**config.mk**
```make
export PLATFORM = sky130hd
export DESIGN_NAME = vmlc_regs
export DESIGN_NICKNAME = d
export VERILOG_FILES = /design/src/vmlc_pkg.sv /design/src/vmlc_chan_regs.sv /design/src/vmlc_loop_decode.sv /design/src/vmlc_regs.sv
export SDC_FILE = /design/constraint.sdc
export NUM_CORES = 1
export LEC_CHECK = 0
export BUFFER_PORTS_ARGS = -buffer_cell sky130_fd_sc_hd__buf_2
export CAP_MARGIN = 40
export CORE_UTILIZATION = 53
export DETAILED_ROUTE_END_ITERATION = 10
export GPL_TIMING_DRIVEN = 0
export PLACE_DENSITY_LB_ADDON = 0.3
export SLEW_MARGIN = 20
export SYNTH_ARGS = -nofsm -noshare
export SYNTH_HDL_FRONTEND = slang
export SYNTH_SLANG_ARGS = --single-unit
```
**constraint.sdc**
```tcl
create_clock -name mclk_in -period 5.38 [get_ports mclk_in]
set_input_delay 1.345 -clock mclk_in [delete_from_list [all_inputs] [get_ports mclk_in]]
set_output_delay 1.345 -clock mclk_in [all_outputs]
set_load 0.01 [all_outputs]
```
**src/vmlc_pkg.sv**
```systemverilog
package vmlc_pkg;

	// Command codes seen on the management bus
	localparam logic [7:0] VMLC_CMD_COMMANDED_OUTPUT_VOLTAGE = 8'h21;
	localparam logic [7:0] VMLC_CMD_MARGIN_HIGH = 8'h25;
	localparam logic [7:0] VMLC_CMD_MARGIN_LOW = 8'h26;
	localparam logic [7:0] VMLC_CMD_LOOP_COMP = 8'hD7;

	// Page selector values
	localparam logic [7:0] VMLC_PAGE_A = 8'h00;
	localparam logic [7:0] VMLC_PAGE_B = 8'h01;
	localparam logic [7:0] VMLC_PAGE_ALL = 8'hFF;

	// Field layout
	localparam int VMLC_VID_W = 8;
	localparam int VMLC_COMP_W = 14;
	localparam int VMLC_INT_GAIN_LSB = 12;
	localparam int VMLC_INT_TIME_LSB = 8;
	localparam int VMLC_AC_PATH_GAIN_SEL_LSB = 6;
	localparam int VMLC_LOAD_LINE_LSB = 0;

	// Reset values, before the NVM image arrives
	localparam logic [7:0] VMLC_CMD_RESET = 8'h00;
	localparam logic [7:0] VMLC_LOW_RESET = 8'h00;
	localparam logic [7:0] VMLC_HIGH_RESET = 8'h00;
	localparam logic [13:0] VMLC_COMP_RESET = 14'h0000;

	// Margin field codes of the operation register
	localparam logic [3:0] VMLC_MARGIN_OFF = 4'h0;
	localparam logic [3:0] VMLC_MARGIN_LOW_IGN = 4'h5;
	localparam logic [3:0] VMLC_MARGIN_LOW_ACT = 4'h6;
	localparam logic [3:0] VMLC_MARGIN_HIGH_IGN = 4'h9;
	localparam logic [3:0] VMLC_MARGIN_HIGH_ACT = 4'hA;

	// Integrator time constant steps, microseconds
	localparam logic [5:0] VMLC_TC_SLOW_STEP_US = 6'h05;
	localparam logic [5:0] VMLC_TC_FAST_STEP_US = 6'h01;

	// AC path gain in quarter units: 1, 1.5, 2, 0.5
	localparam logic [3:0] VMLC_ACG_Q4_00 = 4'h4;
	localparam logic [3:0] VMLC_ACG_Q4_01 = 4'h6;
	localparam logic [3:0] VMLC_ACG_Q4_10 = 4'h8;
	localparam logic [3:0] VMLC_ACG_Q4_11 = 4'h2;

	// Integrator gain relative to Ac_path_gain_sel, percent: 200, 100, 66, 50
	localparam logic [7:0] VMLC_ING_PCT_00 = 8'hC8;
	localparam logic [7:0] VMLC_ING_PCT_01 = 8'h64;
	localparam logic [7:0] VMLC_ING_PCT_10 = 8'h42;
	localparam logic [7:0] VMLC_ING_PCT_11 = 8'h32;

	typedef enum logic [1:0] {VMLC_TSEL_CMD, VMLC_TSEL_LOW, VMLC_TSEL_HIGH} vmlc_tsel_t;
	typedef enum logic {VMLC_ST_WAIT_NVM, VMLC_ST_RUN} vmlc_state_t;

	function automatic logic [7:0] vmlc_clamp(input logic [7:0] code, input logic [7:0] max);
		vmlc_clamp = (code > max) ? max : code;
	endfunction

	function automatic vmlc_tsel_t vmlc_margin_sel(input logic [3:0] margin);
		case (margin)
			VMLC_MARGIN_LOW_IGN, VMLC_MARGIN_LOW_ACT: vmlc_margin_sel = VMLC_TSEL_LOW;
			VMLC_MARGIN_HIGH_IGN, VMLC_MARGIN_HIGH_ACT: vmlc_margin_sel = VMLC_TSEL_HIGH;
			default: vmlc_margin_sel = VMLC_TSEL_CMD;
		endcase
	endfunction

endpackage

```
**src/vmlc_chan_regs.sv**
```systemverilog
`timescale 1ns/1ps
module vmlc_chan_regs import vmlc_pkg::*; (
	// Clock and reset
	input wire logic clk_in,
	input wire logic rst_n_in,
	// NVM image
	input wire logic nvm_load_in,
	input wire logic [7:0] nvm_cmd_in,
	input wire logic [7:0] nvm_low_in,
	input wire logic [7:0] nvm_high_in,
	input wire logic [13:0] nvm_comp_in,
	// Accepted word writes
	input wire logic wr_cmd_in,
	input wire logic wr_low_in,
	input wire logic wr_high_in,
	input wire logic wr_comp_in,
	input wire logic [15:0] wr_data_in,
	// Limit and mode
	input wire logic [7:0] vout_max_in,
	input wire logic [3:0] margin_in,
	// Stored values
	output logic [7:0] cmd_out,
	output logic [7:0] low_out,
	output logic [7:0] high_out,
	output logic [13:0] comp_out,
	output logic [7:0] target_out
);
	logic [7:0] cmd_reg, low_reg, high_reg, target_reg;
	logic [13:0] comp_reg;
	logic [7:0] target_next;
	vmlc_tsel_t tsel;

	assign tsel = vmlc_margin_sel(margin_in);
	assign target_next = (tsel == VMLC_TSEL_LOW) ? low_reg :
		(tsel == VMLC_TSEL_HIGH) ? high_reg :
		vmlc_clamp(cmd_reg, vout_max_in);

	always_ff @(posedge clk_in or negedge rst_n_in) begin
		if (!rst_n_in) begin
			cmd_reg <= VMLC_CMD_RESET;
			low_reg <= VMLC_LOW_RESET;
			high_reg <= VMLC_HIGH_RESET;
			comp_reg <= VMLC_COMP_RESET;
			target_reg <= VMLC_CMD_RESET;
		end else begin
			target_reg <= target_next;
			// Host write of the same cycle wins over an NVM reload
			if (wr_cmd_in) cmd_reg <= vmlc_clamp(wr_data_in[7:0], vout_max_in);
			else if (nvm_load_in) cmd_reg <= vmlc_clamp(nvm_cmd_in, vout_max_in);
			if (wr_low_in) low_reg <= wr_data_in[7:0];
			else if (nvm_load_in) low_reg <= nvm_low_in;
			if (wr_high_in) high_reg <= wr_data_in[7:0];
			else if (nvm_load_in) high_reg <= nvm_high_in;
			if (wr_comp_in) comp_reg <= wr_data_in[13:0];
			else if (nvm_load_in) comp_reg <= nvm_comp_in;
		end
	end

	assign cmd_out = cmd_reg;
	assign low_out = low_reg;
	assign high_out = high_reg;
	assign comp_out = comp_reg;
	assign target_out = target_reg;
endmodule // vmlc_chan_regs

```
**src/vmlc_loop_decode.sv**
```systemverilog
`timescale 1ns/1ps
module vmlc_loop_decode import vmlc_pkg::*; (
	// Clock and reset
	input wire logic clk_in,
	input wire logic rst_n_in,
	// Stored compensation word
	input wire logic [13:0] comp_in,
	// Decoded settings
	output logic [5:0] tc_us_out,
	output logic [3:0] ac_path_gain_sel_q4_out,
	output logic [7:0] int_gain_pct_out,
	output logic [5:0] ac_load_line_sel_out
);
	logic [1:0] int_gain_sel, ac_path_gain_sel;
	logic [3:0] integrator_time_sel;
	logic [5:0] tc_next;
	logic [3:0] acg_next;
	logic [7:0] ing_next;

	assign int_gain_sel = comp_in[VMLC_INT_GAIN_LSB +: 2];
	assign integrator_time_sel = comp_in[VMLC_INT_TIME_LSB +: 4];
	assign ac_path_gain_sel = comp_in[VMLC_AC_PATH_GAIN_SEL_LSB +: 2];

	// Upper half of the code space is the fine 1 us range
	assign tc_next = integrator_time_sel[3] ?
		6'({3'h0, integrator_time_sel[2:0]} + 6'h01) * VMLC_TC_FAST_STEP_US :
		6'({3'h0, integrator_time_sel[2:0]} + 6'h01) * VMLC_TC_SLOW_STEP_US;
	assign acg_next = (ac_path_gain_sel == 2'h0) ? VMLC_ACG_Q4_00 :
		(ac_path_gain_sel == 2'h1) ? VMLC_ACG_Q4_01 :
		(ac_path_gain_sel == 2'h2) ? VMLC_ACG_Q4_10 : VMLC_ACG_Q4_11;
	assign ing_next = (int_gain_sel == 2'h0) ? VMLC_ING_PCT_00 :
		(int_gain_sel == 2'h1) ? VMLC_ING_PCT_01 :
		(int_gain_sel == 2'h2) ? VMLC_ING_PCT_10 : VMLC_ING_PCT_11;

	always_ff @(posedge clk_in or negedge rst_n_in) begin
		if (!rst_n_in) begin
			tc_us_out <= 6'h00;
			ac_path_gain_sel_q4_out <= 4'h0;
			int_gain_pct_out <= 8'h00;
			ac_load_line_sel_out <= 6'h00;
		end else begin
			tc_us_out <= tc_next;
			ac_path_gain_sel_q4_out <= acg_next;
			int_gain_pct_out <= ing_next;
			ac_load_line_sel_out <= comp_in[VMLC_LOAD_LINE_LSB +: 6];
		end
	end
endmodule // vmlc_loop_decode

```
**src/vmlc_regs.sv**
```systemverilog
// Notes on behaviour
// - Each channel keeps an 8-bit commanded voltage code, written through the page.
// - Page 00h hits channel A, 01h channel B, FFh both channels at once for voltage writes; FFh reads return channel A.
// - Commanded code is clamped to the channel's maximum voltage code when written or loaded; the commanded target re-clamps to the current maximum.
// - Commanded code is loaded from the NVM image at power-up.
// - Margin-low code per channel, reset 00h, is the target in margin low.
// - Margin-high code per channel is the target in margin high.
// - Compensation word is per channel, reached by page 00h or 01h, word only.
// - Compensation bits 15:14 are read-only and read as zero.
// - Fields: integrator gain 13:12, time 11:8, Ac_path_gain_sel 7:6, load line 5:0.
// - Integrator gain code scales Ac_path_gain_sel by 2, 1, 0.66 or 0.5.
// - Time code 0-7 gives 5-40 us by 5; 8-15 gives 1-8 us by 1.
// - Ramp amplitude comes from its own command, not the compensation word.
// - Ac_path_gain_sel code decodes to 1, 1.5, 2 or 0.5.
// - Margin field picks commanded, margin-low (0101b/0110b) or margin-high (1001b/1010b).
`timescale 1ns/1ps
module vmlc_regs import vmlc_pkg::*; (
	// Clock and reset
	input wire logic mclk_in,
	input wire logic reset_n_in,
	// Page selector and operation margin fields
	input wire logic [7:0] page_in,
	input wire logic [3:0] margin_a_in,
	input wire logic [3:0] margin_b_in,
	// Maximum output voltage codes
	input wire logic [7:0] vout_max_a_in,
	input wire logic [7:0] vout_max_b_in,
	// NVM image
	input wire logic nvm_load_in,
	input wire logic [7:0] nvm_cmd_a_in,
	input wire logic [7:0] nvm_low_a_in,
	input wire logic [7:0] nvm_high_a_in,
	input wire logic [13:0] nvm_comp_a_in,
	input wire logic [7:0] nvm_cmd_b_in,
	input wire logic [7:0] nvm_low_b_in,
	input wire logic [7:0] nvm_high_b_in,
	input wire logic [13:0] nvm_comp_b_in,
	// Write transaction
	input wire logic wr_req_in,
	input wire logic wr_word_in,
	input wire logic [7:0] wr_cmd_in,
	input wire logic [15:0] wr_data_in,
	output logic wr_ack_out,
	output logic wr_nack_out,
	// Read transaction
	input wire logic rd_req_in,
	input wire logic rd_word_in,
	input wire logic [7:0] rd_cmd_in,
	output logic rd_valid_out,
	output logic rd_nack_out,
	output logic [15:0] rd_data_out,
	// Status
	output logic nvm_loaded_out,
	// Channel A targets and loop settings
	output logic [7:0] target_code_a_out,
	output logic [5:0] int_time_us_a_out,
	output logic [3:0] ac_path_gain_sel_q4_a_out,
	output logic [7:0] int_gain_pct_a_out,
	output logic [5:0] ac_load_line_sel_a_out,
	// Channel B targets and loop settings
	output logic [7:0] target_code_b_out,
	output logic [5:0] int_time_us_b_out,
	output logic [3:0] ac_path_gain_sel_q4_b_out,
	output logic [7:0] int_gain_pct_b_out,
	output logic [5:0] ac_load_line_sel_b_out
);
	logic rst_sync1_reg, rst_sync2_reg;
	logic rst_n;
	vmlc_state_t state_reg, state_next;

	// Reset release through two flops
	always_ff @(posedge mclk_in or negedge reset_n_in) begin
		if (!reset_n_in) begin
			rst_sync1_reg <= 1'b0;
			rst_sync2_reg <= 1'b0;
		end else begin
			rst_sync1_reg <= 1'b1;
			rst_sync2_reg <= rst_sync1_reg;
		end
	end
	assign rst_n = rst_sync2_reg;

	// Host access waits for the NVM image so no one reads stale reset codes
	always_comb begin
		state_next = state_reg;
		case (state_reg)
			VMLC_ST_WAIT_NVM: begin
				if (nvm_load_in) state_next = VMLC_ST_RUN;
			end
			VMLC_ST_RUN: state_next = VMLC_ST_RUN;
			default: state_next = VMLC_ST_WAIT_NVM;
		endcase
	end

	always_ff @(posedge mclk_in or negedge rst_n) begin
		if (!rst_n) begin
			state_reg <= VMLC_ST_WAIT_NVM;
		end else begin
			state_reg <= state_next;
		end
	end

	wire running = (state_reg == VMLC_ST_RUN);

	// Page decode shared by reads and writes
	wire page_a = (page_in == VMLC_PAGE_A);
	wire page_b = (page_in == VMLC_PAGE_B);
	wire page_all = (page_in == VMLC_PAGE_ALL);
	wire hit_a = page_a | page_all;
	wire hit_b = page_b | page_all;

	// Write command decode
	wire wr_is_cmd = (wr_cmd_in == VMLC_CMD_COMMANDED_OUTPUT_VOLTAGE);
	wire wr_is_low = (wr_cmd_in == VMLC_CMD_MARGIN_LOW);
	wire wr_is_high = (wr_cmd_in == VMLC_CMD_MARGIN_HIGH);
	wire wr_is_comp = (wr_cmd_in == VMLC_CMD_LOOP_COMP);
	wire wr_is_vout = wr_is_cmd | wr_is_low | wr_is_high;

	// Compensation has no broadcast page; FFh is refused for it
	wire wr_page_ok = wr_is_vout ? (hit_a | hit_b) : (page_a | page_b);
	// Byte writes are refused outright; a half-written word never lands
	wire wr_accept = wr_req_in & wr_word_in & running & (wr_is_vout | wr_is_comp) &
		wr_page_ok;
	wire wr_refuse = wr_req_in & ~wr_accept;

	wire wr_a = wr_accept & (wr_is_vout ? hit_a : page_a);
	wire wr_b = wr_accept & (wr_is_vout ? hit_b : page_b);

	// Read command decode
	wire rd_is_cmd = (rd_cmd_in == VMLC_CMD_COMMANDED_OUTPUT_VOLTAGE);
	wire rd_is_low = (rd_cmd_in == VMLC_CMD_MARGIN_LOW);
	wire rd_is_high = (rd_cmd_in == VMLC_CMD_MARGIN_HIGH);
	wire rd_is_comp = (rd_cmd_in == VMLC_CMD_LOOP_COMP);
	wire rd_is_vout = rd_is_cmd | rd_is_low | rd_is_high;
	wire rd_page_ok = rd_is_vout ? (hit_a | hit_b) : (page_a | page_b);
	wire rd_accept = rd_req_in & rd_word_in & running & (rd_is_vout | rd_is_comp) &
		rd_page_ok;
	// Broadcast page reads return channel A
	wire rd_sel_b = page_b;

	// Per-channel storage
	logic [7:0] cmd_a, low_a, high_a, cmd_b, low_b, high_b;
	logic [13:0] comp_a, comp_b;

	vmlc_chan_regs u_chan_a (
		.clk_in(mclk_in),
		.rst_n_in(rst_n),
		.nvm_load_in(nvm_load_in),
		.nvm_cmd_in(nvm_cmd_a_in),
		.nvm_low_in(nvm_low_a_in),
		.nvm_high_in(nvm_high_a_in),
		.nvm_comp_in(nvm_comp_a_in),
		.wr_cmd_in(wr_a & wr_is_cmd),
		.wr_low_in(wr_a & wr_is_low),
		.wr_high_in(wr_a & wr_is_high),
		.wr_comp_in(wr_a & wr_is_comp),
		.wr_data_in(wr_data_in),
		.vout_max_in(vout_max_a_in),
		.margin_in(margin_a_in),
		.cmd_out(cmd_a),
		.low_out(low_a),
		.high_out(high_a),
		.comp_out(comp_a),
		.target_out(target_code_a_out)
	);

	vmlc_chan_regs u_chan_b (
		.clk_in(mclk_in),
		.rst_n_in(rst_n),
		.nvm_load_in(nvm_load_in),
		.nvm_cmd_in(nvm_cmd_b_in),
		.nvm_low_in(nvm_low_b_in),
		.nvm_high_in(nvm_high_b_in),
		.nvm_comp_in(nvm_comp_b_in),
		.wr_cmd_in(wr_b & wr_is_cmd),
		.wr_low_in(wr_b & wr_is_low),
		.wr_high_in(wr_b & wr_is_high),
		.wr_comp_in(wr_b & wr_is_comp),
		.wr_data_in(wr_data_in),
		.vout_max_in(vout_max_b_in),
		.margin_in(margin_b_in),
		.cmd_out(cmd_b),
		.low_out(low_b),
		.high_out(high_b),
		.comp_out(comp_b),
		.target_out(target_code_b_out)
	);

	// Ramp height is configured elsewhere and never enters this decode
	vmlc_loop_decode u_dec_a (
		.clk_in(mclk_in),
		.rst_n_in(rst_n),
		.comp_in(comp_a),
		.tc_us_out(int_time_us_a_out),
		.ac_path_gain_sel_q4_out(ac_path_gain_sel_q4_a_out),
		.int_gain_pct_out(int_gain_pct_a_out),
		.ac_load_line_sel_out(ac_load_line_sel_a_out)
	);

	vmlc_loop_decode u_dec_b (
		.clk_in(mclk_in),
		.rst_n_in(rst_n),
		.comp_in(comp_b),
		.tc_us_out(int_time_us_b_out),
		.ac_path_gain_sel_q4_out(ac_path_gain_sel_q4_b_out),
		.int_gain_pct_out(int_gain_pct_b_out),
		.ac_load_line_sel_out(ac_load_line_sel_b_out)
	);

	// Read data selection; upper bits are read-only zero
	wire [7:0] rd_cmd_sel = rd_sel_b ? cmd_b : cmd_a;
	wire [7:0] rd_low_sel = rd_sel_b ? low_b : low_a;
	wire [7:0] rd_high_sel = rd_sel_b ? high_b : high_a;
	wire [13:0] rd_comp_sel = rd_sel_b ? comp_b : comp_a;
	wire [15:0] rd_word = rd_is_cmd ? {8'h00, rd_cmd_sel} :
		rd_is_low ? {8'h00, rd_low_sel} :
		rd_is_high ? {8'h00, rd_high_sel} :
		rd_is_comp ? {2'b00, rd_comp_sel} : 16'h0000;

	logic wr_ack_reg, wr_nack_reg, rd_valid_reg, rd_nack_reg, loaded_reg;
	logic [15:0] rd_data_reg;

	always_ff @(posedge mclk_in or negedge rst_n) begin
		if (!rst_n) begin
			wr_ack_reg <= 1'b0;
			wr_nack_reg <= 1'b0;
			rd_valid_reg <= 1'b0;
			rd_nack_reg <= 1'b0;
			rd_data_reg <= 16'h0000;
			loaded_reg <= 1'b0;
		end else begin
			wr_ack_reg <= wr_accept;
			wr_nack_reg <= wr_refuse;
			rd_valid_reg <= rd_accept;
			rd_nack_reg <= rd_req_in & ~rd_accept;
			if (rd_accept) rd_data_reg <= rd_word;
			if (nvm_load_in) loaded_reg <= 1'b1;
		end
	end

	assign wr_ack_out = wr_ack_reg;
	assign wr_nack_out = wr_nack_reg;
	assign rd_valid_out = rd_valid_reg;
	assign rd_nack_out = rd_nack_reg;
	assign rd_data_out = rd_data_reg;
	assign nvm_loaded_out = loaded_reg;
endmodule // vmlc_regs

```
==> summary.md, run 1 <==
| Metric | Value |
|---|---|
| Number of vias in the routed layout | 8534 |
| Placeable core region | 0.0167 mm² |
| Maximum VDD drop | 251 µV |
| Final number of max-transition violations | 0 |
| Final Util | 0.674 |
| Path type of the worst setup path | primary input to flip-flop |
| Area delta synth->final | 23.3% |
| Worst hold-check path type | flip-flop to asynchronous set/reset pin |
| Most common cell after layout, fill and taps aside | buf_2 |
| Worst setup SP type | primary input |
| Ys flop type | dfrtp_1 |
| Routed wire per std cell | 19.6 µm |
| Max Fanout on Critical Path | 10 |
| Sum Neg Setup Slack | 0 ns |
| Count of buffers inserted at the top-level ports | 221 |
| Floorplan die width | 133 µm |
| Actual transition at the worst max-transition pin | 0.827 ns |
| Number of library cell types mapped by synthesis | 65 |
| Wire length of the first global-routing pass | 44300 µm |
| Maximum buffer depth of the clock tree | 2 |
| Number of register bits inferred by synthesis | 156 |
| Pleak | 5.48 nW |
| Pwr/cell area | 294 mW/mm² |
| Clk_lat worst skew | 0.43 ns |
| Arrival time worst endpoint | 3.93 ns |
| Resize count post-CTS | 0 |
| Fraction of layout instances using a drive strength above 1 | 0.262 |
| Top library cells by usage in the layout, fill and taps aside | buf_2, dfrtp_1, mux2i_1 |
| Post-Place Cells | 1406 |
| Weighted congestion at the end of routability-driven global placement | 0.970 |
| Total setup violations reported at the end of the flow | 0 |
| Length of the first detailed-routing pass in iterations | 5 |
| Top post-synthesis cells by area | dfrtp_1, mux2i_1, ha_1 |
| Combined area of all synthesized cells | 0.00913 mm² |
| Leftover overflow at the end of global routing | 0 |
| CTS clock-pin slew for the worst setup and hold paths | 0.07 ns |
| Largest net degree at the start of global routing | 55 |
| Mean Syn Cell Area | 9.57 µm² |
| Starting utilization of the core area | 0.547 |
| CTS root buffer | clkbuf_16 |
| Full die area | 0.0178 mm² |
| Post-Route Skew | 0.00667 ns |
| Placed wire-length estimate after detailed placement | 21900 µm |
| Number of vias per cell after detailed routing | 5.91 |
| Unrepaired setup endpoints after global routing | false |
| Initial detailed-routing violation count | 600 |
| Critical path required time | 5.68 ns |
| Clock tree from TritonCTS | yes |
| Number of global-route vias before repair | 8244 |
| Sequential fraction of the synthesis area | 0.428 |
| All-Layer GR Usage | 0.327 |
| Final Hold Vio Count | 0 |
| Post-Place Setup Slack | 1.35 ns |
| Number of top-level pins | 232 |
| Number of synthesized flops with an enable pin | 0 |
| Chip height | 133 µm |
| Post-synthesis async set-or-reset flop share | 1.00 |
| Residual antenna-violating net count after detailed routing | 0 |
| Number of buffers added by the clock tree synthesis step | 17 |
| Number of sinks handled by clock tree synthesis | 156 |
| Number of synthesis warnings | 0 |
| Number of max-capacitance violations reported | 0 |
| Hold buffer count at CTS | 0 |
| Outcome | complete, no violations |
| Number of placement rows | 47 |
| Number of antenna violations at the first check in global routing | 1 |
| Headroom to the max-slew limit | 0.449 |
| Antenna diode instance count | 0 |
| Number of standard cells in the layout, taps in and fillers out | 1443 |
| FMAX | 276 MHz |
| Period Utilization, post-route | 0.674 |
| DRC Markers | 0 |
| Gate count after technology mapping | 954 |
| Final setup margin | 1.75 ns |
| Post-route minimum period | 3.63 ns |
| Total detailed-routing wirelength | 28300 µm |
| Nets | 1413 |
| Type of destination of the critical path | flip-flop |
| Post-CTS Setup Bufs | 0 |
| CTS H-tree lvls | 4 |
| Post-synth top area share | 0.428 |
| Top cell type by total area after synthesis | dfrtp_1 |
[kinds of logic (layout without fill, tap and decap cells)]
group,after synthesis,after routing,synth area share
compound gates,289,289,0.199
xor+xnor,8,8,0.00768
fa+ha+maj,56,56,0.0776
buf+inv,107,371,0.0547
flops,156,156,0.428
mux,99,99,0.109
other cells,2,7,0.000823
simple gates,237,237,0.124
[synth_stat cells, types with 4 or more instances]
master    instances
nand3_1           8
nand3b_1          5
nand4_1          14
mux2i_1          97
nor3_1           12
a22oi_1           6
nand2b_1          9
inv_1            41
nand2_1          89
buf_4            16
a211oi_1         21
o22ai_1          39
a21o_1            5
o31ai_1           9
buf_2            11
a21oi_1          76
o21ai_0          77
ha_1             55
a221oi_1         14
a32oi_1           8
buf_1             4
xnor2_1           5
o21ai_1           5
or2_2             8
and2_1            6
dfrtp_1         156
o211ai_1          4
clkbuf_1         31
nor2b_1           9
nor2_1           62
and3_1            4
[worst max-delay path, stage by stage]
cell and delay [ns]:
buf_2 0.14, inv_1 0.13, ha_1 0.35, nand4_1 0.15, nor2_1 0.11, a21oi_1 0.58
or2_2 0.22, clkbuf_2 0.17, buf_2 0.23, a221oi_1 0.11, a211oi_1 0.39
[path summary, 6_finish.rpt]
kind,start,to,slack (ns),cells past startpoint
setup reg to reg,u_chan_a.cmd_out[6]$_DFFE_PN0P_,u_chan_a.target_out[5]$_DFF_PN0_,2.55,9
setup / recovery,vout_max_a_in[7],u_chan_a.target_out[5]$_DFF_PN0_,1.75,11
hold reg to reg,rst_n$_DFF_PN0_,u_chan_b.cmd_out[3]$_DFFE_PN0P_,0.15,0
min in group mclk_in,rst_sync1_reg$_DFF_PN0_,rst_n$_DFF_PN0_,0.36,0
max in group asynchronous,rst_n$_DFF_PN0_,u_chan_a.target_out[7]$_DFF_PN0_,4.40,2
hold / removal,rst_n$_DFF_PN0_,u_chan_b.cmd_out[3]$_DFFE_PN0P_,0.15,0
[layout make-up]
class / count / area, µm²
Clock inverter: 14 / 130
Buffer: 66 / 345
Multi-Input combinational cell: 696 / 4740
Clock buffer: 18 / 439
Sequential cell: 156 / 3910
Inverter: 41 / 154
Timing Repair Buffer: 232 / 1260
Fill cell: 1317 / 5440
Tap cell: 220 / 275
[power breakdown]
part	switching [mW]	internal, mW
logic	0.421	0.327
clock network	0.537	0.621
registers	0.0986	1.31
total	1.06	2.26
[stage by stage]
step / cell area, µm² / hold slack [ns] / power (mW)
after global routing: 11300 / 0.159 / 3.47
final: 11300 / 0.151 / 3.31
after detailed placement: 10600 / 0.153 / 2.16
after CTS: 11200 / 0.151 / 3.31
after floorplan: 9150 / 0.331 / 1.86
after global placement: 10500 / 0.335 / 2.12
[per-layer routing]
| layer | part of all wire | global-route usage |
|---|---|---|
| met1 | 0.40 | 0.426 |
| met2 | 0.47 | 0.543 |
| met3 | 0.085 | 0.0582 |
| met4 | 0.035 | 0.127 |
| met5 | 0.00060 | 0 |
Note: power is estimated with default switching activity, not from simulation.
==> run 2, diff against run 1 <==
==> constraint.sdc (replaced) <==
create_clock -name mclk_in -period 3.4 [get_ports mclk_in]
set_input_delay 0.85 -clock mclk_in [delete_from_list [all_inputs] [get_ports mclk_in]]
set_output_delay 0.85 -clock mclk_in [all_outputs]
set_load 0.01 [all_outputs]
==> run 2 against run 1 <==
- combinational power rose by 56%
- final cell count is 0.35% lower
- die area unchanged
- register-to-register slack lost 1.9 ns
- first-iteration DRC count rose by 10%
- clock-buffer cell count rose by 1
- core utilization decreased by 0.48 points
- largest cell class unchanged
==> summary.md, run 2 (synthesis results as in run 1) <==
| Metric | Value |
|---|---|
| Outcome | complete, no violations |
| Number of top-level pins | 232 |
| DRC Markers | 0 |
| Largest net degree at the start of global routing | 50 |
| Chip height | 133 µm |
| Pleak | 5.44 nW |
| CTS H-tree lvls | 4 |
| Clk_lat worst skew | 0.43 ns |
| Fraction of layout instances using a drive strength above 1 | 0.258 |
| Slack of the worst reg-to-reg path | 0.62 ns |
| Most common cell after layout, fill and taps aside | buf_2 |
| Length of the first detailed-routing pass in iterations | 6 |
| Path type of the worst setup path | primary input to flip-flop |
| Post-Place Cells | 1406 |
| Post-route minimum period | 3.07 ns |
| Full die area | 0.0178 mm² |
| Worst r2r src | u_chan_a.cmd_out[7]$_DFFE_PN0P_ |
| Number of cells traversed by the worst register-to-register path | 9 |
| Weighted congestion at the end of routability-driven global placement | 0.949 |
| Number of buffers added by the clock tree synthesis step | 17 |
| Nets | 1408 |
| Residual antenna-violating net count after detailed routing | 0 |
| Count of buffers inserted at the top-level ports | 221 |
| Area delta synth->final | 22.4% |
| Arrival time worst endpoint | 3.36 ns |
| Placed wire-length estimate after detailed placement | 21700 µm |
| Post-Route Skew | 0.0105 ns |
| Unrepaired setup endpoints after global routing | false |
| Worst path buffer plus inverter count | 4 |
| Hold buffer count at CTS | 0 |
| FMAX | 326 MHz |
| Endpoint of the worst-slack reg-to-reg timing path | u_chan_a.target_out[5]$_DFF_PN0_ |
| Maximum cell stage delay along the critical path | 0.55 ns |
| Number of global-route vias before repair | 8176 |
| Fraction of power spent switching nets | 0.315 |
| Number of standard cells in the layout, taps in and fillers out | 1438 |
| Crit-path most repeated cell | buf_2 |
| Maximum buffer depth of the clock tree | 2 |
| Final Hold Vio Count | 0 |
| Sw power | 1.64 mW |
| Period Utilization, post-route | 0.903 |
| Number of sinks handled by clock tree synthesis | 156 |
| Total setup violations reported at the end of the flow | 0 |
| Wire length of the first global-routing pass | 43500 µm |
| Starting utilization of the core area | 0.547 |
| Maximum VDD drop | 377 µV |
| Category of cells accounting for the largest share of critical-path delay | compound AO/OA/AOI/OAI gates |
| Worst setup SP type | primary input |
| Resize count post-CTS | 0 |
| Routed wire per std cell | 19.6 µm |
| Number of placement rows | 47 |
| Number of vias in the routed layout | 8516 |
| Max Fanout on Critical Path | 10 |
| Final number of max-transition violations | 0 |
| Worst hold-check path type | primary input to asynchronous set/reset pin |
| Total detailed-routing wirelength | 28200 µm |
| Clock tree from TritonCTS | yes |
| Post-CTS Setup Bufs | 0 |
| Cells traversed along the worst timing path | buf_2, inv_1, ha_1, nand4_1, nor2_1, a21oi_1, or2_2, clkbuf_2, buf_2, a221oi_1, a211oi_1 |
| Pwr/cell area | 464 mW/mm² |
| Antenna diode instance count | 0 |
| Number of max-capacitance violations reported | 0 |
| Share of power burned in combinational logic | 0.226 |
| All-Layer GR Usage | 0.322 |
| Floorplan die width | 133 µm |
| Internal power summed over all cells | 3.55 mW |
| Relative contribution of sequential cells to total power | 0.430 |
| Clock power share | 0.344 |
| Top library cells by usage in the layout, fill and taps aside | buf_2, dfrtp_1, mux2i_1 |
| Number of vias per cell after detailed routing | 5.92 |
| Actual transition at the worst max-transition pin | 0.868 ns |
| Slowest cell on crit path | a21oi_1 |
| Critical path required time | 3.69 ns |
| Overall power of the completed layout | 5.19 mW |
| Initial detailed-routing violation count | 662 |
| CTS clock-pin slew for the worst setup and hold paths | 0.06 ns |
| Number of antenna violations at the first check in global routing | 0 |
| Placeable core region | 0.0167 mm² |
| Headroom to the max-slew limit | 0.421 |
| Type of destination of the critical path | flip-flop |
| CTS root buffer | clkbuf_16 |
| Leftover overflow at the end of global routing | 0 |
-- run 2: metal layers --
layer  global-route usage  part of all wire
met5                    0                 0
met4                0.132             0.034
met3               0.0685             0.091
met2                0.531              0.48
met1                0.410              0.40
-- run 2: area by class of cell --
class	instances	area [µm²]
plain buffers	66	345
clock buffers	19	443
clock inverters	13	106
fillers	1351	5520
inverters	41	154
multi-input cells	696	4740
flip-flops and latches	156	3910
well taps	220	275
repair buffers	227	1200
-- run 2: worst max path at each step --
stage	slack, ns	cells past startpoint	endpoint	start
final	0.33	11	u_chan_a.target_out[5]$_DFF_PN0_	vout_max_a_in[6]
after global placement	-0.10	0	u_dec_a.ac_path_gain_sel_q4_out[1]$_DFF_PN0_	rst_n$_DFF_PN0_
after global routing	0.11	11	u_chan_a.target_out[5]$_DFF_PN0_	vout_max_a_in[6]
after detailed placement	-0.04	11	u_chan_a.target_out[5]$_DFF_PN0_	vout_max_a_in[6]
after CTS	0.40	11	u_chan_a.target_out[5]$_DFF_PN0_	vout_max_a_in[6]
after floorplan	0.68	10	u_chan_a.target_out[4]$_DFF_PN0_	vout_max_a_in[7]
-- run 2: per-stage QoR --
stage                     hold WS [ns]   util  setup TNS [ns]  instance area (µm²)  setup slack, ns
final                            0.184  0.669               0                11200            0.328
after global placement           0.334  0.631          -13.28                10500           -0.100
after global routing             0.172  0.669               0                11200            0.111
after CTS                        0.178  0.669               0                11200            0.399
after detailed placement         0.260  0.636         -0.0817                10600          -0.0448
after floorplan                  0.331      -               0                 9150            0.677
-- run 2: power by group through the flow --
stage | Combinational [mW] | Sequential, mW | Clock [mW]
finish | 1.17 | 2.23 | 1.79
global route | 1.29 | 2.25 | 1.88
CTS | 1.16 | 2.23 | 1.80
detailed placement | 1.16 | 2.26 | 0
global placement | 1.08 | 2.28 | 0
floorplan | 0.646 | 2.30 | 0
